===== src/spm_pkg.sv =====
// constants, layouts and types shared by the serial port design
// assumes a 40 MHz core clock and an AXI4-Lite register bus
package spm_pkg;
  localparam int unsigned CLK_HZ = 40_000_000;
  localparam int unsigned ADDR_W = 4;
  localparam int unsigned DATA_W = 32;

  localparam logic [3:0] OFF_CTRL = 4'h0;
  localparam logic [3:0] OFF_BUF = 4'h4;
  localparam logic [3:0] OFF_PWR = 4'h8;
  localparam logic [3:0] OFF_STAT = 4'hC;

  localparam int unsigned CTL_RX_DONE = 0;
  localparam int unsigned CTL_TX_DONE = 1;
  localparam int unsigned CTL_RX_NINTH = 2;
  localparam int unsigned CTL_TX_NINTH = 3;
  localparam int unsigned CTL_REN = 4;
  localparam int unsigned CTL_MPC = 5;
  localparam int unsigned CTL_MSEL1 = 6;
  localparam int unsigned CTL_MSEL0 = 7;
  localparam int unsigned PWR_M0_FAST = 0;
  localparam int unsigned PWR_BAUD_DBL = 7;
  localparam int unsigned STAT_TX_BUSY = 0;
  localparam int unsigned STAT_RX_BUSY = 1;

  localparam logic [1:0] RESP_OKAY = 2'h0;
  localparam logic [1:0] RESP_SLVERR = 2'h2;

  localparam logic [3:0] SLICE_LAST = 4'hF;
  localparam logic [3:0] SAMPLE_A = 4'h7;
  localparam logic [3:0] SAMPLE_B = 4'h8;
  localparam logic [3:0] SAMPLE_C = 4'h9;
  localparam logic [3:0] RX_NINTH_IDX = 4'h9;
  localparam logic [3:0] RX_LAST_10 = 4'h9;
  localparam logic [3:0] RX_LAST_11 = 4'hA;
  localparam logic [3:0] TX_BITS_10 = 4'hA;
  localparam logic [3:0] TX_BITS_11 = 4'hB;
  localparam logic [3:0] M0_PER_FAST = 4'h4;
  localparam logic [3:0] M0_PER_SLOW = 4'hC;
  localparam logic [3:0] M0_LAST_BIT = 4'h7;
  localparam logic [1:0] M2_DIV_FAST = 2'h1;
  localparam logic [1:0] M2_DIV_SLOW = 2'h3;

  typedef enum logic [1:0] {SPM_SYNC, SPM_ASYNC10, SPM_ASYNC11, SPM_ASYNC11T} spm_mode_t;
  typedef enum logic {SPM_RX_IDLE, SPM_RX_BIT} spm_rx_st_t;
  typedef enum logic [1:0] {SPM_TX_IDLE, SPM_TX_SYNC, SPM_TX_SHIFT} spm_tx_st_t;

  function automatic logic spm_majority(input logic a, input logic b, input logic c);
    return (a & b) | (a & c) | (b & c);
  endfunction
endpackage


===== src/spm_bit_vote.sv =====
// three-sample majority bit detector for the asynchronous receiver
// assumes slice_idx counts 0..15 per bit and rxd_in is synchronous
`timescale 1ns/1ps
module spm_bit_vote import spm_pkg::*; (
  // clock and reset
  input wire logic core_clk,
  input wire logic rst,
  input wire logic clk_en,
  // slice timing
  input wire logic active,
  input wire logic slice_tick,
  input wire logic [3:0] slice_idx,
  input wire logic rxd_in,
  // decided bit
  output logic bit_strobe,
  output logic bit_val
);
  logic [1:0] smp_q;

  always_ff @(posedge core_clk or posedge rst) begin
    if (rst) begin
      smp_q <= 2'h3;
    end else if (clk_en && active && slice_tick) begin
      if (slice_idx == SAMPLE_A) smp_q[0] <= rxd_in;
      if (slice_idx == SAMPLE_B) smp_q[1] <= rxd_in;
    end
  end

  // third sample is taken live so the decision lands at slice ten
  assign bit_strobe = active && slice_tick && (slice_idx == SAMPLE_C);
  assign bit_val = spm_majority(smp_q[0], smp_q[1], rxd_in);
endmodule // spm_bit_vote


===== src/spm_serial_port.sv =====
// four-mode serial port with an AXI4-Lite register slave
// assumes pins and timer_ovf are synchronous to core_clk
// What this block does
// - bit time split into sixteen slices
// - sample slices eight to ten, majority vote
// - nonzero start bit aborts, watch edge again
// - one shift after eight data, then load
// - load only if flag clear and compare passes
// - mode 1 stop bit into ninth bit field
// - after mid stop bit, watch for falling edge
// - mode 2 frame: start, eight data, ninth, stop
// - eleven-bit modes keep received ninth bit
// - mode 2 rate osc/32 or osc/64
// - transmit starts at slice counter roll-over
// - mode 3 equals mode 2, timer rate
// - buffer write starts a transmission, except in mode 0 while busy
// - mode 0 receive when flag clear, enabled
// - async receive starts on start bit if enabled
// - mode field picks one of four modes
//
// Chosen here: the register addresses and the AXI4-Lite interface to the registers.
`timescale 1ns/1ps
module spm_serial_port import spm_pkg::*; (
  // clock, reset, freeze
  input wire logic core_clk,
  input wire logic rst,
  input wire logic clk_en,
  // axi4-lite write
  input wire logic [ADDR_W-1:0] s_axi_awaddr,
  input wire logic s_axi_awvalid,
  output logic s_axi_awready,
  input wire logic [DATA_W-1:0] s_axi_wdata,
  input wire logic [3:0] s_axi_wstrb,
  input wire logic s_axi_wvalid,
  output logic s_axi_wready,
  output logic [1:0] s_axi_bresp,
  output logic s_axi_bvalid,
  input wire logic s_axi_bready,
  // axi4-lite read
  input wire logic [ADDR_W-1:0] s_axi_araddr,
  input wire logic s_axi_arvalid,
  output logic s_axi_arready,
  output logic [DATA_W-1:0] s_axi_rdata,
  output logic [1:0] s_axi_rresp,
  output logic s_axi_rvalid,
  input wire logic s_axi_rready,
  // baud source
  input wire logic timer_ovf,
  // serial pins
  input wire logic rxd_in,
  output logic rxd_out,
  output logic rxd_oe_n,
  output logic txd
);
  // control state
  spm_mode_t mode_q;
  logic mpc_q, ren_q, tx_ninth_q, rx_ninth_q, tx_done_q, rx_done_q;
  logic dbl_q, m0_fast_q;
  logic [7:0] rx_buf_q;
  // bus state
  logic aw_hold_q, w_hold_q, b_q, r_q;
  logic [ADDR_W-1:0] aw_addr_q;
  logic [7:0] w_data_q;
  logic w_lane_q;
  logic [1:0] bresp_q, rresp_q;
  logic [DATA_W-1:0] rdata_q;
  logic wr_fire, wr_ctrl, wr_buf, wr_pwr, wr_hit;
  // async transmit
  spm_tx_st_t tx_st_q;
  logic [10:0] tx_sh_q;
  logic [3:0] tx_left_q, tx_slice_q;
  logic tx_line_q, tx_roll, tx_fin_a;
  // async receive
  spm_rx_st_t rx_st_q;
  logic [3:0] rx_slice_q, rx_idx_q, rx_last;
  logic [7:0] rx_sh_q;
  logic rx_prev_q, rx_load, bit_strobe, bit_val, slice_tick;
  // mode 0 engine
  logic m0_busy_q, m0_tx_q, m0_sclk_q, m0_dout_q;
  logic [3:0] m0_ph_q, m0_cnt_q, m0_per, m0_half;
  logic [7:0] m0_sh_q;
  logic m0_end, m0_rx_go;

  spm_tick_gen u_tick (
    .core_clk(core_clk),
    .rst(rst),
    .clk_en(clk_en),
    .mode(mode_q),
    .baud_dbl(dbl_q),
    .timer_ovf(timer_ovf),
    .slice_tick(slice_tick)
  );

  spm_bit_vote u_vote (
    .core_clk(core_clk),
    .rst(rst),
    .clk_en(clk_en),
    .active(rx_st_q == SPM_RX_BIT),
    .slice_tick(slice_tick),
    .slice_idx(rx_slice_q),
    .rxd_in(rxd_in),
    .bit_strobe(bit_strobe),
    .bit_val(bit_val)
  );

  // bus handshakes drop while frozen so nothing is taken and then lost
  assign s_axi_awready = clk_en && !aw_hold_q && !b_q;
  assign s_axi_wready = clk_en && !w_hold_q && !b_q;
  assign s_axi_arready = clk_en && !r_q;
  assign s_axi_bvalid = b_q;
  assign s_axi_bresp = bresp_q;
  assign s_axi_rvalid = r_q;
  assign s_axi_rresp = rresp_q;
  assign s_axi_rdata = rdata_q;

  assign wr_fire = clk_en && aw_hold_q && w_hold_q && !b_q;
  always_comb begin
    wr_ctrl = 1'b0;
    wr_buf = 1'b0;
    wr_pwr = 1'b0;
    wr_hit = 1'b1;
    if (aw_addr_q == OFF_CTRL) begin
      wr_ctrl = wr_fire && w_lane_q;
    end else if (aw_addr_q == OFF_BUF) begin
      wr_buf = wr_fire && w_lane_q;
    end else if (aw_addr_q == OFF_PWR) begin
      wr_pwr = wr_fire && w_lane_q;
    end else if (aw_addr_q != OFF_STAT) begin
      wr_hit = 1'b0;
    end
  end

  always_ff @(posedge core_clk or posedge rst) begin
    if (rst) begin
      aw_hold_q <= 1'b0;
      w_hold_q <= 1'b0;
      aw_addr_q <= '0;
      w_data_q <= 8'h00;
      w_lane_q <= 1'b0;
      b_q <= 1'b0;
      bresp_q <= RESP_OKAY;
    end else if (clk_en) begin
      if (s_axi_awvalid && s_axi_awready) begin
        aw_hold_q <= 1'b1;
        aw_addr_q <= s_axi_awaddr;
      end
      if (s_axi_wvalid && s_axi_wready) begin
        w_hold_q <= 1'b1;
        w_data_q <= s_axi_wdata[7:0];
        w_lane_q <= s_axi_wstrb[0];
      end
      if (wr_fire) begin
        aw_hold_q <= 1'b0;
        w_hold_q <= 1'b0;
        b_q <= 1'b1;
        bresp_q <= wr_hit ? RESP_OKAY : RESP_SLVERR;
      end else if (b_q && s_axi_bready) begin
        b_q <= 1'b0;
      end
    end
  end

  always_ff @(posedge core_clk or posedge rst) begin
    if (rst) begin
      r_q <= 1'b0;
      rdata_q <= 32'h0000_0000;
      rresp_q <= RESP_OKAY;
    end else if (clk_en) begin
      if (s_axi_arvalid && s_axi_arready) begin
        r_q <= 1'b1;
        rdata_q <= 32'h0000_0000;
        rresp_q <= RESP_OKAY;
        if (s_axi_araddr == OFF_CTRL) begin
          rdata_q[7:0] <= {mode_q[0], mode_q[1], mpc_q, ren_q, tx_ninth_q, rx_ninth_q,
                           tx_done_q, rx_done_q};
        end else if (s_axi_araddr == OFF_BUF) begin
          rdata_q[7:0] <= rx_buf_q;
        end else if (s_axi_araddr == OFF_PWR) begin
          rdata_q[PWR_BAUD_DBL] <= dbl_q;
          rdata_q[PWR_M0_FAST] <= m0_fast_q;
        end else if (s_axi_araddr == OFF_STAT) begin
          rdata_q[STAT_TX_BUSY] <= (tx_st_q != SPM_TX_IDLE) || (m0_busy_q && m0_tx_q);
          rdata_q[STAT_RX_BUSY] <= (rx_st_q != SPM_RX_IDLE) || (m0_busy_q && !m0_tx_q);
        end else begin
          rresp_q <= RESP_SLVERR;
        end
      end else if (r_q && s_axi_rready) begin
        r_q <= 1'b0;
      end
    end
  end

  // configuration written by software before traffic
  always_ff @(posedge core_clk or posedge rst) begin
    if (rst) begin
      mode_q <= SPM_SYNC;
      mpc_q <= 1'b0;
      ren_q <= 1'b0;
      tx_ninth_q <= 1'b0;
      dbl_q <= 1'b0;
      m0_fast_q <= 1'b0;
    end else if (clk_en) begin
      if (wr_ctrl) begin
        mode_q <= spm_mode_t'({w_data_q[CTL_MSEL1], w_data_q[CTL_MSEL0]});
        mpc_q <= w_data_q[CTL_MPC];
        ren_q <= w_data_q[CTL_REN];
        tx_ninth_q <= w_data_q[CTL_TX_NINTH];
      end
      if (wr_pwr) begin
        dbl_q <= w_data_q[PWR_BAUD_DBL];
        m0_fast_q <= w_data_q[PWR_M0_FAST];
      end
    end
  end

  // done flags: a hardware set wins over a software write in the same cycle
  always_ff @(posedge core_clk or posedge rst) begin
    if (rst) begin
      rx_done_q <= 1'b0;
      tx_done_q <= 1'b0;
      rx_ninth_q <= 1'b0;
      rx_buf_q <= 8'h00;
    end else if (clk_en) begin
      if (rx_load || (m0_end && !m0_tx_q)) begin
        rx_done_q <= 1'b1;
      end else if (wr_ctrl) begin
        rx_done_q <= w_data_q[CTL_RX_DONE];
      end
      if (tx_fin_a || (m0_end && m0_tx_q)) begin
        tx_done_q <= 1'b1;
      end else if (wr_ctrl) begin
        tx_done_q <= w_data_q[CTL_TX_DONE];
      end
      if (rx_load) begin
        rx_ninth_q <= bit_val;
      end else if (wr_ctrl) begin
        rx_ninth_q <= w_data_q[CTL_RX_NINTH];
      end
      if (rx_load) begin
        rx_buf_q <= rx_sh_q;
      end else if (m0_end && !m0_tx_q) begin
        rx_buf_q <= m0_sh_q;
      end
    end
  end

  // async transmit, paced by a free-running slice counter
  assign tx_roll = slice_tick && (tx_slice_q == SLICE_LAST);
  assign tx_fin_a = (tx_st_q == SPM_TX_SHIFT) && tx_roll && (tx_left_q == 4'h0);

  always_ff @(posedge core_clk or posedge rst) begin
    if (rst) begin
      tx_slice_q <= 4'h0;
    end else if (clk_en && slice_tick) begin
      tx_slice_q <= tx_slice_q + 4'h1;
    end
  end

  always_ff @(posedge core_clk or posedge rst) begin
    if (rst) begin
      tx_st_q <= SPM_TX_IDLE;
      tx_sh_q <= 11'h7FF;
      tx_left_q <= 4'h0;
      tx_line_q <= 1'b1;
    end else if (clk_en) begin
      if (wr_buf && mode_q != SPM_SYNC) begin
        tx_st_q <= SPM_TX_SYNC;
        tx_sh_q <= {1'b1, (mode_q == SPM_ASYNC10) ? 1'b1 : tx_ninth_q, w_data_q, 1'b0};
        tx_left_q <= (mode_q == SPM_ASYNC10) ? TX_BITS_10 : TX_BITS_11;
      end else if (tx_roll) begin
        case (tx_st_q)
          SPM_TX_SYNC, SPM_TX_SHIFT: begin
            if (tx_st_q == SPM_TX_SHIFT && tx_left_q == 4'h0) begin
              tx_st_q <= SPM_TX_IDLE;
              tx_line_q <= 1'b1;
            end else begin
              tx_st_q <= SPM_TX_SHIFT;
              tx_line_q <= tx_sh_q[0];
              tx_sh_q <= {1'b1, tx_sh_q[10:1]};
              tx_left_q <= tx_left_q - 4'h1;
            end
          end
          default: tx_line_q <= 1'b1;
        endcase
      end
    end
  end

  // async receive
  assign rx_last = (mode_q == SPM_ASYNC10) ? RX_LAST_10 : RX_LAST_11;
  assign rx_load = (rx_st_q == SPM_RX_BIT) && bit_strobe && (rx_idx_q == RX_NINTH_IDX)
                   && !rx_done_q && (!mpc_q || bit_val);

  always_ff @(posedge core_clk or posedge rst) begin
    if (rst) begin
      rx_prev_q <= 1'b1;
    end else if (clk_en) begin
      rx_prev_q <= rxd_in;
    end
  end

  always_ff @(posedge core_clk or posedge rst) begin
    if (rst) begin
      rx_st_q <= SPM_RX_IDLE;
      rx_slice_q <= 4'h0;
      rx_idx_q <= 4'h0;
      rx_sh_q <= 8'h00;
    end else if (clk_en) begin
      case (rx_st_q)
        SPM_RX_IDLE: begin
          if (rx_prev_q && !rxd_in && ren_q && mode_q != SPM_SYNC) begin
            rx_st_q <= SPM_RX_BIT;
            rx_slice_q <= 4'h0;
            rx_idx_q <= 4'h0;
          end
        end
        default: begin
          if (slice_tick) begin
            rx_slice_q <= rx_slice_q + 4'h1;
          end
          if (bit_strobe) begin
            rx_idx_q <= rx_idx_q + 4'h1;
            if (rx_idx_q == 4'h0 && bit_val) begin
              rx_st_q <= SPM_RX_IDLE;
            end else if (rx_idx_q == rx_last) begin
              rx_st_q <= SPM_RX_IDLE;
            end else if (rx_idx_q != 4'h0 && rx_idx_q < RX_NINTH_IDX) begin
              rx_sh_q <= {bit_val, rx_sh_q[7:1]};
            end
          end
        end
      endcase
    end
  end

  // mode 0: shift clock on txd, data both ways on the rxd pin
  assign m0_per = m0_fast_q ? M0_PER_FAST : M0_PER_SLOW;
  assign m0_half = {1'b0, m0_per[3:1]};
  assign m0_end = m0_busy_q && (m0_ph_q == m0_per - 4'h1) && (m0_cnt_q == M0_LAST_BIT);
  assign m0_rx_go = !m0_busy_q && mode_q == SPM_SYNC && ren_q && !rx_done_q && !wr_buf;

  always_ff @(posedge core_clk or posedge rst) begin
    if (rst) begin
      m0_busy_q <= 1'b0;
      m0_tx_q <= 1'b0;
      m0_sclk_q <= 1'b1;
      m0_dout_q <= 1'b1;
      m0_ph_q <= 4'h0;
      m0_cnt_q <= 4'h0;
      m0_sh_q <= 8'h00;
    end else if (clk_en) begin
      if (!m0_busy_q) begin
        m0_ph_q <= 4'h0;
        m0_cnt_q <= 4'h0;
        if (wr_buf && mode_q == SPM_SYNC) begin
          m0_busy_q <= 1'b1;
          m0_tx_q <= 1'b1;
          m0_sh_q <= w_data_q;
          m0_dout_q <= w_data_q[0];
          m0_sclk_q <= 1'b0;
        end else if (m0_rx_go) begin
          m0_busy_q <= 1'b1;
          m0_tx_q <= 1'b0;
          m0_sclk_q <= 1'b0;
        end
      end else if (m0_ph_q == m0_half - 4'h1) begin
        m0_ph_q <= m0_ph_q + 4'h1;
        m0_sclk_q <= 1'b1;
        if (!m0_tx_q) m0_sh_q <= {rxd_in, m0_sh_q[7:1]};
      end else if (m0_ph_q == m0_per - 4'h1) begin
        m0_ph_q <= 4'h0;
        m0_cnt_q <= m0_cnt_q + 4'h1;
        if (m0_end) begin
          m0_busy_q <= 1'b0;
          m0_dout_q <= 1'b1;
        end else begin
          m0_sclk_q <= 1'b0;
          if (m0_tx_q) begin
            m0_sh_q <= {1'b0, m0_sh_q[7:1]};
            m0_dout_q <= m0_sh_q[1];
          end
        end
      end else begin
        m0_ph_q <= m0_ph_q + 4'h1;
      end
    end
  end

  assign txd = (mode_q == SPM_SYNC) ? m0_sclk_q : tx_line_q;
  assign rxd_out = m0_dout_q;
  assign rxd_oe_n = !(m0_busy_q && m0_tx_q);
endmodule // spm_serial_port


===== src/spm_tick_gen.sv =====
// slice tick generator: sixteen ticks make one asynchronous bit time
// assumes timer_ovf is a one-cycle pulse synchronous to core_clk
`timescale 1ns/1ps
module spm_tick_gen import spm_pkg::*; (
  // clock and reset
  input wire logic core_clk,
  input wire logic rst,
  input wire logic clk_en,
  // rate selection
  input wire spm_mode_t mode,
  input wire logic baud_dbl,
  input wire logic timer_ovf,
  // slice pulse
  output logic slice_tick
);
  logic [1:0] div_q;
  logic [1:0] lim;

  assign lim = baud_dbl ? M2_DIV_FAST : M2_DIV_SLOW;

  // mode 2 divides the oscillator, modes 1 and 3 take the timer overflow
  always_comb begin
    slice_tick = 1'b0;
    if (clk_en) begin
      case (mode)
        SPM_ASYNC11: slice_tick = (div_q == lim);
        SPM_ASYNC10, SPM_ASYNC11T: slice_tick = timer_ovf && (baud_dbl || div_q[0]);
        default: slice_tick = 1'b0;
      endcase
    end
  end

  always_ff @(posedge core_clk or posedge rst) begin
    if (rst) begin
      div_q <= 2'h0;
    end else if (clk_en) begin
      if (mode == SPM_ASYNC11) begin
        div_q <= (div_q == lim) ? 2'h0 : div_q + 2'h1;
      end else if (timer_ovf) begin
        div_q <= {1'b0, ~div_q[0]};
      end
    end
  end
endmodule // spm_tick_gen


===== config.mk =====
export PLATFORM = sky130hd
export DESIGN_NAME = spm_serial_port
export DESIGN_NICKNAME = d
export VERILOG_FILES = /design/src/spm_pkg.sv /design/src/spm_bit_vote.sv /design/src/spm_serial_port.sv /design/src/spm_tick_gen.sv
export SDC_FILE = /design/constraint.sdc
export NUM_CORES = 1
export LEC_CHECK = 0
export ABC_AREA = 1
export BUFFER_PORTS_ARGS = -buffer_cell sky130_fd_sc_hd__buf_2
export CAP_MARGIN = 5
export CORE_ASPECT_RATIO = 0.8
export CORE_MARGIN = 5
export CORE_UTILIZATION = 57
export DETAILED_ROUTE_END_ITERATION = 7
export GPL_TIMING_DRIVEN = 0
export PLACE_DENSITY = 0.8
export SYNTH_ARGS = -nofsm -noshare
export SYNTH_HDL_FRONTEND = slang
export SYNTH_SLANG_ARGS = --single-unit

===== constraint.sdc =====
create_clock -name core_clk -period 4.3 [get_ports core_clk]
set_input_delay 0.43 -clock core_clk [delete_from_list [all_inputs] [get_ports core_clk]]
set_output_delay 0.43 -clock core_clk [all_outputs]
set_load 0.02 [all_outputs]

==> key figures <==
Run status
  – Status: finished clean

Pwr
  – LEAKAGE: 3.32 nW
  – Power Dens Cells: 475 nW/um^2
  – Worst VDD drop: 358 uV
  – Pwr Total: 3.10 mW

Floorplan
  – Die Wd: 122 um
  – Die footprint: 12200 um^2
  – Initial Utilization: 58.9%
  – Num ports: 98
  – Core box area: 9730 um^2
  – Std cell rows: 32
  – Die Span Y: 99.7 um

Global route
  – Global-route wire length before repair: 23.3 mm
  – Total grt overflow: 0
  – Total GRT Usage: 24.1%
  – Vias in the first global route: 4770
  – Pin count of the biggest net entering global routing: 64
  – Initial antenna violation count: 0

Clock network
  – Hold_buf cts: 0
  – Later-pin clock latency in the skew report: 0.35 ns
  – Clock tree buffer depth: 2
  – Post-CTS Repair Setup Buffers: 0
  – Num CTS Buffers: 9
  – CTS HTree Levels: 3
  – CTS resizes: 0
  – Clk slew on worst S/H paths: 0.08 ns
  – CTS root buf: clkbuf_16
  – CTS tree: done
  – CTS sink cnt: 108

Run
  – Max-cap viol count: 0

STA
  – Final WS setup: 2.22 ns
  – Post-layout minimum cycle time: 2.08 ns
  – Fin Setup TNS: 0 ns
  – Worst Skew: 0.0104 ns
  – Max-slew headroom: 46.0%
  – Final Max Slew Viols: 0
  – Final period utilization: 48.3%
  – Slew @ Worst Pin: 0.810 ns
  – RSZ-0062 raised after global routing: false
  – Endpoints failing setup: 0
  – Final Hold Fails: 0
  – Fmax: 481 MHz
  – Hold slack: 0.226 ns

Synth
  – Syn avg cell area: 8.01 um^2
  – Gate Count Post-Synth: 716
  – Sequential-to-total area share from yosys stat: 47.5%
  – Synth top area share: 40.2%
  – Synth top area cells: dfrtp_1 40%, nand2_1 13%, dfstp_2 7.3%
  – Unique masters post-synth: 42
  – Register bit total from synthesis: 108
  – Synth area leader: dfrtp_1
  – Ys Warns: 0
  – Post-Syn Area: 5730 um^2

Detailed routing
  – Avg WL per Cell: 14.8 um
  – Post-DR vias/cell: 5.30
  – 1st-iter DRT viols: 424
  – Post-route ant nets: 0
  – Routed vias: 4967
  – Drt first pass iters: 7
  – DRC viols: 0
  – Final wirelength: 13.9 mm

Setup path
  – Most used cell, CP: nand2_1
  – Bufs and invs on worst path: 1
  – CP Capture Type: flip-flop
  – CP top delay family: simple AND/OR/NAND/NOR gates
  – Worst-path fanout max: 9
  – Slowest stage cell on the critical path: dfrtp_1
  – Arrival time at the worst endpoint: 2.32 ns
  – Cell-by-cell trace of the critical path: inv_1 > nand2_1 > nor2_1 > nand2_1 > nand2_2 > nand4_1 > nand2_1 > nand2_1 > nand2_1 > nand2_1
  – Crit start category: flip-flop
  – Crit Path Class: flip-flop to flip-flop
  – Critical Path RT: 4.54 ns
  – Largest stage delay, worst path: 0.44 ns

Cells and area
  – Share of cells above drive strength 1: 17.2%
  – Fillers: 814
  – Post-layout net count: 864
  – Syn-to-layout area delta: 13.9%
  – N_diodes: 0

Placed design
  – Pre-CTS setup slack: 2.29 ns
  – Gpl congestion: 0.893
  – Port Buffers: 43
  – DP HPWL: 10.4 mm

Hold path
  – Worst min path class: input port to asynchronous set/reset pin
-- cell type report --
cell class | instances | area [um^2] | area share [%]
flip-flops and latches | 108 | 2720 | 41.7
repair buffers | 44 | 243 | 3.72
plain buffers | 41 | 292 | 4.46
clock inverters | 5 | 45.0 | 0.690
inverters | 86 | 328 | 5.02
clock buffers | 11 | 243 | 3.72
multi-input cells | 506 | 2490 | 38.1
well taps | 136 | 170 | 2.61
-- worst reg2reg max path, stage by stage, from the launching register on --
cell and delay [ns]:
dfrtp_1 0.44, inv_1 0.08, nand2_1 0.08, nor2_1 0.11, nand2_1 0.10, nand2_2 0.19, nand4_1 0.31, nand2_1 0.18
nand2_1 0.25, nand2_1 0.15, nand2_1 0.07
-- metrics by stage --
stage | area [um^2] | std cells | utilization (%)
finish | 6530 | 937 | 67.1
global route | 6530 | 937 | 67.1
CTS | 6530 | 937 | 67.1
detailed placement | 6240 | 921 | 64.2
global placement | 6210 | 920 | 63.9
floorplan | 5830 | 741 | -
-- cell usage after synthesis (all sizes together) --
library cell	count
dfrtp	92
conb	1
dfstp	16
xnor2	3
or2	1
o211ai	2
nand3	46
xor2	4
nor3	16
nand2	205
ha	14
inv	85
a32o	2
a21o	1
o22ai	4
nor2	59
o31ai	3
nor4	1
nand2b	1
and3	2
clkbuf	7
a21oi	19
clkinv	1
buf	34
o21ai	89
nand4	8
-- cell usage in the layout (no fill, tap or decap), drive strengths merged --
cell type,n
clkinvlp,1
nor2,59
inv,86
nand2b,1
o22ai,4
clkbuf,18
a21o,1
o211ai,2
dfstp,16
a32o,2
nand4,8
o31ai,3
nand2,205
a21oi,19
or2,1
nor3,16
clkinv,4
xnor2,3
nor4,1
o21ai,89
and3,2
dfrtp,92
nand3,46
ha,14
xor2,4
buf,78
conb,26
-- registers in the layout (all words and copies together) (netlist names), 2 cells and up --
name / flops
m0_sh_q: 8
rx_slice_q: 4
aw_addr_q: 4
tx_slice_q: 4
rx_buf_q: 8
s_axi_rdata: 8
u_vote.smp_q: 2
m0_cnt_q: 4
tx_sh_q: 10
tx_left_q: 4
tx_st_q: 2
mode_q: 2
rx_idx_q: 4
w_data_q: 8
rx_sh_q: 8
m0_ph_q: 4
u_tick.div_q: 2
-- final timing paths --
path / cells after the start / slack (ns) / to / from
worst max-delay path: 10 / 2.22 / rx_buf_q[3] / mode_q[0]
worst min-delay path: 2 / 0.23 / w_hold_q / rst
worst max register to register: 10 / 2.22 / rx_buf_q[3] / mode_q[0]
worst min register to register: 2 / 0.48 / tx_sh_q[7] / tx_sh_q[7]
max in group asynchronous: 3 / 3.30 / rx_prev_q / rst
min in group core_clk: 3 / 0.29 / w_data_q[1] / s_axi_wdata[1]
-- layer usage --
metal / vias to the layer above / routed length, um / track usage, % / part of all wire [%]
li1: 2405 / - / - / -
met1: 2356 / 6000 / 32.9 / 43
met2: 186 / 6710 / 39.5 / 48
met3: 20 / 975 / 4.72 / 7.0
met4: 0 / 180 / 6.54 / 1.3
met5: - / 0 / 0 / 0
-- kinds of logic after synthesis --
family	Yosys count	share of synthesized area (%)
adder cells (fa/ha/maj)	14	3.06
XOR/XNOR	7	1.07
other	1	0.0654
flip-flops	108	47.5
AND/OR/NAND/NOR	339	25.9
AO/OA/AOI/OAI	120	11.7
buffers and inverters	127	10.8
-- power breakdown --
group	internal, mW	leakage [nW]	switching (mW)
clock network	0.417	0.138	0.383
registers	1.24	1.32	0.175
logic	0.278	1.87	0.611
total	1.93	3.32	1.17
Power figures use the tool's default switching activity.
